--- src/include/io_diag_pkg.sv ---
// Package for the digital I/O station register bank.
// Assumes a single 50 MHz system clock and 16-bit register words.
package io_diag_pkg;

    localparam logic [15:0] diag_status_addr = 16'h1f3d;
    localparam logic [15:0] fault_location_addr = 16'h1f3e;
    localparam logic [15:0] input_word_addr = 16'h1f40;
    localparam logic [15:0] output_word_addr = 16'h2328;

    localparam int diag_out_short_bit = 0;
    localparam int diag_sens_under_bit = 2;
    localparam int diag_sens_surge_bit = 3;
    localparam int diag_sens_short_bit = 4;
    localparam int diag_act_under_bit = 6;
    localparam int diag_act_surge_bit = 7;
    localparam int diag_act_short_bit = 8;
    localparam int diag_overtemp_bit = 10;

    localparam logic [15:0] loc_none = 16'h0000;
    localparam logic [15:0] loc_out_group1 = 16'h0001;

    localparam logic [15:0] fault_mode_zero = 16'h0000;
    localparam logic [15:0] fault_mode_one = 16'h0001;
    localparam logic [15:0] fault_mode_hold = 16'h0002;

    localparam logic [7:0] exc_none = 8'h00;
    localparam logic [7:0] exc_illegal_address = 8'h02;

    localparam logic [15:0] output_word_reset = 16'h0000;
    localparam int in_channels = 8;
    localparam int out_channels = 4;

    localparam int clk_mhz = 50;
    localparam int ready_time_ms = 350;
    localparam int exchange_time_ms = 500;
    localparam int ready_cycles = ready_time_ms * clk_mhz * 1000;
    localparam int exchange_cycles = exchange_time_ms * clk_mhz * 1000;

    typedef struct packed {
        logic out_short;
        logic sens_under;
        logic sens_surge;
        logic sens_short;
        logic act_under;
        logic act_surge;
        logic act_short;
        logic overtemp;
    } fault_in_s;

    typedef struct packed {
        logic valid;
        logic write;
        logic [15:0] addr;
        logic [15:0] wdata;
    } reg_req_s;

    typedef struct packed {
        logic valid;
        logic [7:0] exception;
        logic [15:0] rdata_be;
    } reg_rsp_s;

    typedef enum logic [1:0] {
        boot_wait = 2'b00,
        boot_ready = 2'b01,
        boot_cyclic = 2'b10
    } boot_e;

endpackage

--- src/verilog/startup_timer.sv ---
// Power-on readiness counter.
// Assumes rst_b is released when supply power is applied.
`timescale 1ns/1ps
module startup_timer #(
    parameter int unsigned count = 1000
) (
    input wire logic sys_clk,
    input wire logic rst_b,
    input wire logic clk_en,
    output logic done
);
    logic [31:0] cnt_reg;
    logic [31:0] cnt_next;
    logic done_next;

    always_comb begin
        cnt_next = cnt_reg;
        done_next = done;
        if (!done) begin
            cnt_next = cnt_reg + 32'h0000_0001;
            if (cnt_next >= count[31:0]) begin
                done_next = 1'b1;
            end
        end
    end

    always_ff @(posedge sys_clk or negedge rst_b) begin
        if (!rst_b) begin
            cnt_reg <= 32'h0000_0000;
            done <= 1'b0;
        end else if (clk_en) begin
            cnt_reg <= cnt_next;
            done <= done_next;
        end
    end
endmodule

--- src/verilog/io_diag_regs.sv ---
// Register bank of a networked 8-input, 4-output digital I/O station.
// Assumes the protocol engine delivers decoded register requests, one per cycle at most.
//
// Behaviour
// - Any output short or overload sets diagnostic status bit 0 and the fault location gives more.
// - Sensor supply undervoltage, surge and short show in status bits 2, 3 and 4.
// - Actuator supply undervoltage, surge and short show in status bits 6, 7 and 8.
// - Device overtemperature shows in status bit 10.
// - The fault location reports a channel group code, not a channel number.
// - The fault location reads 0000 without an output short and 0001 for any short on outputs 1 to 4.
// - Input channels 1 to 8 sit in bits 0 to 7 of the input word, channel 1 in bit 0.
// - Output bits 0 to 3 drive output channels 1 to 4, and bits 4 to 7 are unused.
// - Register words go out big-endian, one data word per register.
// - Single-byte process data sits in the low byte of its register.
// - The high byte of single-byte data reads zero and is discarded on writes.
// - The device accepts connection requests within 350 ms of power-up.
// - Cyclic process data exchange is possible within 500 ms of power-up.
// - Writes to read-only registers are discarded and answered with exception 02.
// - On a fault response the outputs go to 0, to 1 or hold, as the fault mode says.
`timescale 1ns/1ps
module io_diag_regs
    import io_diag_pkg::*;
#(
    parameter int unsigned ready_count = io_diag_pkg::ready_cycles,
    parameter int unsigned exchange_count = io_diag_pkg::exchange_cycles
) (
    input wire logic sys_clk,
    input wire logic rst_b,
    input wire logic clk_en,
    input wire io_diag_pkg::reg_req_s req,
    output io_diag_pkg::reg_rsp_s rsp_reg,
    input wire io_diag_pkg::fault_in_s faults,
    input wire logic [io_diag_pkg::in_channels-1:0] digital_input_channel,
    input wire logic fault_response,
    input wire logic [15:0] fault_mode,
    output logic [io_diag_pkg::out_channels-1:0] digital_output_channel_reg,
    output logic [15:0] diag_status_reg,
    output logic [15:0] fault_location_reg,
    output logic connect_ready_reg,
    output logic cyclic_ready_reg
);
    import io_diag_pkg::*;

    ////////////////////////////////////////////////////////////////////////////////
    // Start-up readiness.

    logic ready_done;
    logic exchange_done;
    boot_e boot_reg;
    boot_e boot_next;
    logic connect_ready_next;
    logic cyclic_ready_next;

    startup_timer #(.count(ready_count)) u_ready_timer (
        .sys_clk(sys_clk),
        .rst_b(rst_b),
        .clk_en(clk_en),
        .done(ready_done)
    );

    startup_timer #(.count(exchange_count)) u_exchange_timer (
        .sys_clk(sys_clk),
        .rst_b(rst_b),
        .clk_en(clk_en),
        .done(exchange_done)
    );

    always_comb begin
        boot_next = boot_reg;
        case (boot_reg)
            boot_wait: begin
                if (ready_done) begin
                    boot_next = boot_ready;
                end
            end
            boot_ready: begin
                if (exchange_done) begin
                    boot_next = boot_cyclic;
                end
            end
            boot_cyclic: begin
                boot_next = boot_cyclic;
            end
            default: begin
                boot_next = boot_wait;
            end
        endcase
        // The flags follow the next state so that they line up with the state register.
        connect_ready_next = (boot_next != boot_wait);
        cyclic_ready_next = (boot_next == boot_cyclic);
    end

    ////////////////////////////////////////////////////////////////////////////////
    // Diagnostic status and fault location.

    logic [15:0] diag_status_next;
    logic [15:0] fault_location_next;

    always_comb begin
        diag_status_next = 16'h0000;
        diag_status_next[diag_out_short_bit] = faults.out_short;
        diag_status_next[diag_sens_under_bit] = faults.sens_under;
        diag_status_next[diag_sens_surge_bit] = faults.sens_surge;
        diag_status_next[diag_sens_short_bit] = faults.sens_short;
        diag_status_next[diag_act_under_bit] = faults.act_under;
        diag_status_next[diag_act_surge_bit] = faults.act_surge;
        diag_status_next[diag_act_short_bit] = faults.act_short;
        diag_status_next[diag_overtemp_bit] = faults.overtemp;
        // All four outputs form one group, so any short reports that group.
        fault_location_next = faults.out_short ? loc_out_group1 : loc_none;
    end

    ////////////////////////////////////////////////////////////////////////////////
    // Process data and register access.

    logic [7:0] output_byte_reg;
    logic [7:0] output_byte_next;
    logic [out_channels-1:0] digital_output_channel_next;
    reg_rsp_s rsp_next;
    logic [15:0] rdata;
    logic [7:0] exc;
    logic ready_q;

    assign ready_q = (boot_reg != boot_wait);

    always_comb begin
        output_byte_next = output_byte_reg;
        rdata = 16'h0000;
        exc = exc_none;
        case (req.addr)
            diag_status_addr: begin
                rdata = diag_status_reg;
                if (req.write) begin
                    exc = exc_illegal_address;
                end
            end
            fault_location_addr: begin
                rdata = fault_location_reg;
                if (req.write) begin
                    exc = exc_illegal_address;
                end
            end
            input_word_addr: begin
                rdata = {8'h00, digital_input_channel};
                if (req.write) begin
                    exc = exc_illegal_address;
                end
            end
            output_word_addr: begin
                rdata = {8'h00, output_byte_reg};
                if (req.write && req.valid && ready_q) begin
                    output_byte_next = req.wdata[7:0];
                end
            end
            default: begin
                exc = exc_illegal_address;
            end
        endcase
        rsp_next.valid = req.valid && ready_q;
        rsp_next.exception = exc;
        // Modbus sends the high byte first on the wire.
        rsp_next.rdata_be = (exc == exc_none && !req.write) ? rdata : 16'h0000;
    end

    always_comb begin
        digital_output_channel_next = output_byte_reg[out_channels-1:0];
        if (fault_response) begin
            case (fault_mode)
                fault_mode_zero: digital_output_channel_next = '0;
                fault_mode_one: digital_output_channel_next = '1;
                fault_mode_hold: digital_output_channel_next = digital_output_channel_reg;
                default: digital_output_channel_next = '0;
            endcase
        end
    end

    ////////////////////////////////////////////////////////////////////////////////
    // State registers, one process for each group; a low clock enable freezes every group.

    always_ff @(posedge sys_clk or negedge rst_b) begin
        if (!rst_b) begin
            boot_reg <= boot_wait;
            connect_ready_reg <= 1'b0;
            cyclic_ready_reg <= 1'b0;
        end else if (clk_en) begin
            boot_reg <= boot_next;
            connect_ready_reg <= connect_ready_next;
            cyclic_ready_reg <= cyclic_ready_next;
        end
    end

    // Status and location are live copies of the fault inputs, so there is nothing to clear.
    always_ff @(posedge sys_clk or negedge rst_b) begin
        if (!rst_b) begin
            diag_status_reg <= 16'h0000;
            fault_location_reg <= loc_none;
        end else if (clk_en) begin
            diag_status_reg <= diag_status_next;
            fault_location_reg <= fault_location_next;
        end
    end

    always_ff @(posedge sys_clk or negedge rst_b) begin
        if (!rst_b) begin
            output_byte_reg <= output_word_reset[7:0];
            digital_output_channel_reg <= '0;
        end else if (clk_en) begin
            output_byte_reg <= output_byte_next;
            digital_output_channel_reg <= digital_output_channel_next;
        end
    end

    // The answer stands for one enabled cycle; a frozen clock also freezes the answer.
    always_ff @(posedge sys_clk or negedge rst_b) begin
        if (!rst_b) begin
            rsp_reg <= '0;
        end else if (clk_en) begin
            rsp_reg <= rsp_next;
        end
    end
endmodule

--- config.mk ---
export PLATFORM = sky130hd
export DESIGN_NAME = io_diag_regs
export DESIGN_NICKNAME = d
export VERILOG_FILES = /design/src/include/io_diag_pkg.sv /design/src/verilog/startup_timer.sv /design/src/verilog/io_diag_regs.sv
export SDC_FILE = /design/constraint.sdc
export NUM_CORES = 1
export LEC_CHECK = 0
export BUFFER_PORTS_ARGS = -buffer_cell sky130_fd_sc_hd__buf_2
export CORE_UTILIZATION = 51
export CTS_BUF_LIST = sky130_fd_sc_hd__clkbuf_4 sky130_fd_sc_hd__clkbuf_8
export DETAILED_ROUTE_END_ITERATION = 12
export PLACE_DENSITY = 0.79
export SLEW_MARGIN = 20
export SYNTH_ARGS = -nofsm -noshare
export SYNTH_HDL_FRONTEND = slang
export SYNTH_HIERARCHICAL = 1
export SYNTH_SLANG_ARGS = --single-unit
--- constraint.sdc ---
create_clock -name sys_clk -period 2 [get_ports sys_clk]
set_input_delay 0.6 -clock sys_clk [delete_from_list [all_inputs] [get_ports sys_clk]]
set_output_delay 0.6 -clock sys_clk [all_outputs]
set_load 0.02 [all_outputs]
Word-level counts from Yosys, hierarchy flattened
Index checks and enable logic that the tools add are counted.
W data, S select, Z words.
- bits of input ports: 70
- register bits after elaboration: 131
- word-level logic and storage cells: 58
- output and inout port bits: 63
- add/subtract/negate cells: 2
- multiplexer cells: 14
- reductions and logical operators: 14
- equal/unequal tests: 10
- order comparisons: 2
- bitwise operators: 2
- operators with widths (cell ; count):
    $add A32 B1 Y32 const B ; 2
    $ge A32 B25 Y1 const B ; 2
    $pmux W16 S4 ; 1
    $eq A16 B13 Y1 const B ; 3
    $eq A16 B1 Y1 const B ; 1
    $eq A16 B14 Y1 const B ; 1
    $eq A16 B2 Y1 const B ; 1
    $mux W16 ; 1
    $logic_not A8 Y1 ; 1
    $pmux W4 S2 ; 1
    $mux W2 ; 3
    $pmux W2 S3 ; 1
    $reduce_and A2 Y1 ; 3
    $mux W1 ; 5
    $eq A2 B2 Y1 const B ; 2
    $logic_and A1 B1 Y1 ; 4
    $mux W4 ; 1
    $pmux W2 S2 ; 1
    $reduce_bool A2 Y1 ; 2
    $reduce_and A3 Y1 ; 1
    $reduce_or A3 Y1 ; 1
    $eq A2 B1 Y1 const B ; 1
    $logic_not A2 Y1 ; 1
    $ne A2 B2 Y1 const B ; 1
    2 further kinds ; 3

Longest topological paths before layout
- depth after elaboration: 6
- mapped depth: 9
- depth with buffers taken out: 8

Modules after synthesis
Netlist, hierarchy kept.
- modules (own cells, without submodules) (module ; area each (um^2) ; times used ; sequential area each (um^2) ; cells each):
    startup_timer (u_ready_timer) ; 2082.0 ; 1 ; 825.8 ; 224
    startup_timer (u_exchange_timer) ; 2044.5 ; 1 ; 825.8 ; 219
    io_diag_regs ; 2010.7 ; 1 ; 900.9 ; 191

Least setup slack after synthesis
Ideal clock, no wire load.
- kind: flip-flop to flip-flop
- start: reg u_ready_timer.cnt_reg[0]
- end: reg u_ready_timer.done
- arrival: 2.132 ns
- cell stages (with the launch flop): 10
- period minus slack after synthesis: 2.204 ns
- buffers on the path: 2
- setup slack: -0.204 ns
- library setup time: 0.072 ns
- data required time: 1.928 ns
- path through: dfrtp_1 ha_1 clkbuf_2 nand4_1 or2_2 clkbuf_1 or4_1 a22oi_1 o311ai_1 nand4b_1
- longest elaborated chain between the ends: 4
- RTL lines (what ; RTL line ; text):
    start, declared ; startup_timer.sv:12 ; logic [31:0] cnt_reg;
    start signal, assigned ; startup_timer.sv:32 ; cnt_reg <= cnt_next;
    $add A32 B1 Y32 ; startup_timer.sv:20 ; cnt_next = cnt_reg + 32'h0000_0001;
    $ge A32 B25 Y1 ; startup_timer.sv:21 ; if (cnt_next >= count[31:0]) begin
    $mux W1 ; startup_timer.sv:21 ;
    $mux W1 ; startup_timer.sv:19 ; if (!done) begin
    end signal, assigned ; startup_timer.sv:33 ; done <= done_next;
    end, declared ; startup_timer.sv:10 ; output logic done
Every way passes these cells.
A chain may end at the register's enable or synchronous reset.

Final worst setup path
- start: reg u_exchange_timer.cnt_reg[0]
- end: reg u_exchange_timer.done
- longest elaborated chain between the ends: 4
- RTL lines (what ; RTL line):
    start, declared ; startup_timer.sv:12
    start signal, assigned ; startup_timer.sv:32
    $add A32 B1 Y32 ; startup_timer.sv:20
    $ge A32 B25 Y1 ; startup_timer.sv:21
    $mux W1 ; startup_timer.sv:21
    $mux W1 ; startup_timer.sv:19
    end signal, assigned ; startup_timer.sv:33
    end, declared ; startup_timer.sv:10
Every way passes these cells.

==> metrics.log <==
INFO  metric outcome = finished with violations
INFO  metric violated_checks = DRC, setup timing
INFO  metric max_slew_margin = 0.6498
INFO  metric cp-start-kind = register
INFO  metric sinks_on_clock_net = just over 100
INFO  metric finish.instance_area = around 7700 sq um
INFO  metric grt_setup_unrepaired = true
INFO  metric wirelength = about 15 mm
INFO  metric worst_slew_pin_slew = 0.5252 ns
INFO  metric leakagePower = between 3 and 4 nW
INFO  metric number_of_antenna_diodes = 0
INFO  metric timing.final.hold_violations = 0
INFO  metric placed_area = 7174 sq um
INFO  metric worstPathCellList = ha_1 -> nand3_1 -> buf_4 -> nor2_4 -> xnor2_1 -> nand4_1 -> a21o_2 -> a211oi_2 -> o221ai_2
INFO  metric insertion_delay = between 0.3 and 0.4 ns
INFO  metric slew_violations = 0
INFO  metric io_buffers = a little under 90
INFO  metric synth_cells = between 600 and 700
INFO  metric critical_path_arrival = 2.38 ns
INFO  metric postSynthRegisterBits = 102
INFO  metric global_route.overflow_total = 0
INFO  metric hp-class = primary input to async pin
INFO  metric pwr_per_cell_area = ~550 nW/um^2
INFO  metric critical_path.endpoint_type = register
INFO  metric drtIter0Drc = ~390
INFO  metric worstPathMaxFanout = 5
INFO  metric synth-edff-count = 0
INFO  metric htreeDepth = 3
INFO  metric synthFlopType = sky130_fd_sc_hd__dfrtp_1
INFO  metric largest_net_degree_at_the_start_of_global_routing = around 40
INFO  metric first_pass_grt_wire_length = around 24 mm
INFO  metric cp_slowest_cell = sky130_fd_sc_hd__dfrtp_1
INFO  metric fin_setup_tns = -0.2140 ns
INFO  metric fp-row-count = 39
INFO  metric drive_gt1_frac = 0.3605
INFO  metric maximum_operating_frequency = between 400 and 500 MHz
INFO  metric signed_area_change_from_the_synthesized_netlist_to_the_final_layout = 25.18%
INFO  metric category_of_the_critical_setup_timing_path = register to register
INFO  metric avgRoutedWirePerCell = about 15 microns
INFO  metric postRouteAntennaNets = 0
INFO  metric design.final.nets = around 880
INFO  metric viasPerCell = around 5.6
INFO  metric fillers = about 900
INFO  metric floorplan.die.height = approximately 110 microns
INFO  metric die_w = ~110 microns
INFO  metric via_count_of_the_first_global_routing_pass = between 5000 and 6000
INFO  metric synthArstFlopShare = 1.000
INFO  metric clock_path_buffers = 2
INFO  metric synth_cell_types = just under 80
INFO  metric timing.clock.skew = 0.01265 ns
INFO  metric route.vias.total = between 5000 and 6000
INFO  metric place_congestion = 0.9134
INFO  metric maxCapViolations = 0
INFO  metric worst-endpoint-required = approximately 2.3 ns
INFO  metric firstDrtPassIters = 10
INFO  metric clock_tree.root_cell = sky130_fd_sc_hd__clkbuf_8
INFO  metric finalSetupViolations = 2
INFO  metric area_of_the_mapped_netlist = ~6000 sq um
INFO  metric number_of_antenna_violations_at_the_first_check_in_global_routing = 0
INFO  metric cts_buffers = 9
INFO  metric critical_path_s_largest_stage_delay = 0.42 ns
INFO  metric postCtsHoldBufs = 0
INFO  metric design.portCount = approximately 130
INFO  metric die_area = about 12000 sq um
INFO  metric yosys_warnings = 6
INFO  metric finalCriticalPeriod = roughly 2.1 ns
INFO  metric cts_tree = yes
INFO  metric remaining_drc_errors = 15
INFO  metric clk_pin_slew_worst_paths = 0.11 ns
INFO  metric fp.coreArea = 11560 sq um
INFO  metric setup.reg_to_reg.worst_slack = -0.12 ns
INFO  metric post-dp-hpwl = about 11 mm
INFO  metric syn_area_per_cell = between 9 and 10 sq um
INFO  metric irDropWorstVdd = roughly 0.00033 V
INFO  metric setup_slack = -0.1208 ns
INFO  metric period_share = 1.060
INFO  metric grt_use_total = 0.2363
INFO  metric ys_seq_area_frac = 0.4159
INFO  metric initial_core_util = 0.5307
-- per-stage QoR --
step	util	hold slack, ns	power (mW)	setup slack [ns]	cells
after floorplan	-	0.3044	2.683	-0.1121	669
after global placement	0.6204	0.4557	2.877	-0.2116	926
after detailed placement	0.6204	0.4728	2.905	-0.2696	926
after CTS	0.6477	0.1779	4.274	-0.1051	946
after global routing	0.6643	0.1923	4.448	-0.2363	953
final	0.6643	0.1824	4.251	-0.1208	953
-- cells by family (layout without fill, tap and decap cells) --
kind of cell,Yosys count,after routing,synth area share
xor gates and xnor gates,77,77,0.1099
buffers and inverters,88,229,0.08665
and+or+nand+nor,263,263,0.2449
DFF,102,102,0.4159
other,1,36,0.0006110
AOI/OAI and AO/OA,80,80,0.1003
adders and majority gates,2,2,0.004077
muxes,21,21,0.03772
-- report_power, final --
group / leakage, nW / switching (mW) / internal, mW / total (mW)
clock: 0.107 / 0.843 / 0.507 / 1.35
combinational: 2.15 / 0.365 / 0.276 / 0.641
sequential: 1.31 / 0.105 / 2.16 / 2.26
-- critical path: cells and delay by family, from the launching register on --
family | cells | cell delay [ns]
compound gates | 3 | 0.64
buf+inv | 1 | 0.20
fa+ha+maj | 1 | 0.19
xor+xnor | 1 | 0.14
flops | 1 | 0.42
simple gates | 3 | 0.41
-- layout by cell type, fill, tap and decap left out, types with 7 or more instances in the layout --
cell type                  count
sky130_fd_sc_hd__a21oi_1      11
sky130_fd_sc_hd__and3_1       10
sky130_fd_sc_hd__buf_2        87
sky130_fd_sc_hd__buf_4       102
sky130_fd_sc_hd__clkbuf_8      9
sky130_fd_sc_hd__conb_1       36
sky130_fd_sc_hd__dfrtp_1     102
sky130_fd_sc_hd__inv_1        20
sky130_fd_sc_hd__mux2_2       17
sky130_fd_sc_hd__nand2_1      51
sky130_fd_sc_hd__nand2b_1     10
sky130_fd_sc_hd__nand3_1      28
sky130_fd_sc_hd__nand4_1      24
sky130_fd_sc_hd__nor2_1       43
sky130_fd_sc_hd__nor3_1       16
sky130_fd_sc_hd__nor3_2        8
sky130_fd_sc_hd__nor4_1        8
sky130_fd_sc_hd__o21ai_0       7
sky130_fd_sc_hd__o22ai_1      10
sky130_fd_sc_hd__xnor2_1      44
sky130_fd_sc_hd__xor2_1       31
-- cell usage after synthesis, drive strengths merged, types with 4 or more instances --
cell    number  area (sq um)
and3        12         77.57
nor2b        4         25.02
nor2        52         214.0
and4         5         45.04
clkbuf      21         93.84
a21oi       11         55.05
nand2       55         209.0
xor2        32         280.3
nand2b      10         62.56
nand3       34         197.7
mux2i        4         40.04
a31oi        6         37.54
buf         47         362.9
o21ai        8         40.03
a211oi       4         35.03
nand4       25         171.4
o22ai       10         62.56
nor3        24         130.1
nor4b        4         35.03
nand4b       5         43.79
a222oi       6         60.06
nor4        16         142.6
a21o         6         46.30
dfrtp      102          2552
mux2        17         191.4
inv         20         75.07
xnor2       45         394.1
-- layout make-up --
cell class / instances / area, sq um / area share
clock buffers: 9 / 123.9 / 0.01612
clock inverters: 7 / 93.84 / 0.01221
inverters: 20 / 75.07 / 0.009772
multi-input cells: 479 / 3395 / 0.4419
flip-flops and latches: 102 / 2552 / 0.3322
well taps: 143 / 178.9 / 0.02329
repair buffers: 193 / 1264 / 0.1645
-- path summary, 6_finish.rpt --
path	startpoint	to	depth (start not counted)
worst max register to register	u_exchange_timer/cnt_reg[0]$_DFFE_PN0P_	u_exchange_timer/done$_DFFE_PN0P_	9
worst min-delay path	rst_b	digital_output_channel_reg[1]$_DFFE_PN0P_	1
max in group asynchronous	rst_b	u_ready_timer/cnt_reg[14]$_DFFE_PN0P_	2
worst min register to register	digital_output_channel_reg[0]$_DFFE_PN0P_	digital_output_channel_reg[0]$_DFFE_PN0P_	1
min in group sys_clk	faults[2]	diag_status_reg[7]$_DFFE_PN0P_	2
worst max-delay path	u_exchange_timer/cnt_reg[0]$_DFFE_PN0P_	u_exchange_timer/done$_DFFE_PN0P_	9
-- layer usage --
metal	wire (microns)	up-vias	global-route usage	part of all wire
met5	0	-	0	0
met1	5984	2592	0.2930	0.41
met2	7644	194	0.4066	0.52
met4	155	0	0.08559	0.011
li1	-	2529	-	-
met3	835	17	0.04954	0.057
-- repair_timing --
item / in CTS / in global routing
pin swaps: 10 / 16
setup buffers: 4 / 8
hold endpoints to repair: 0 / 0
gates resized for setup: 14 / 28
setup endpoints to repair: 10 / 16
(Power assumes the default switching activity.)
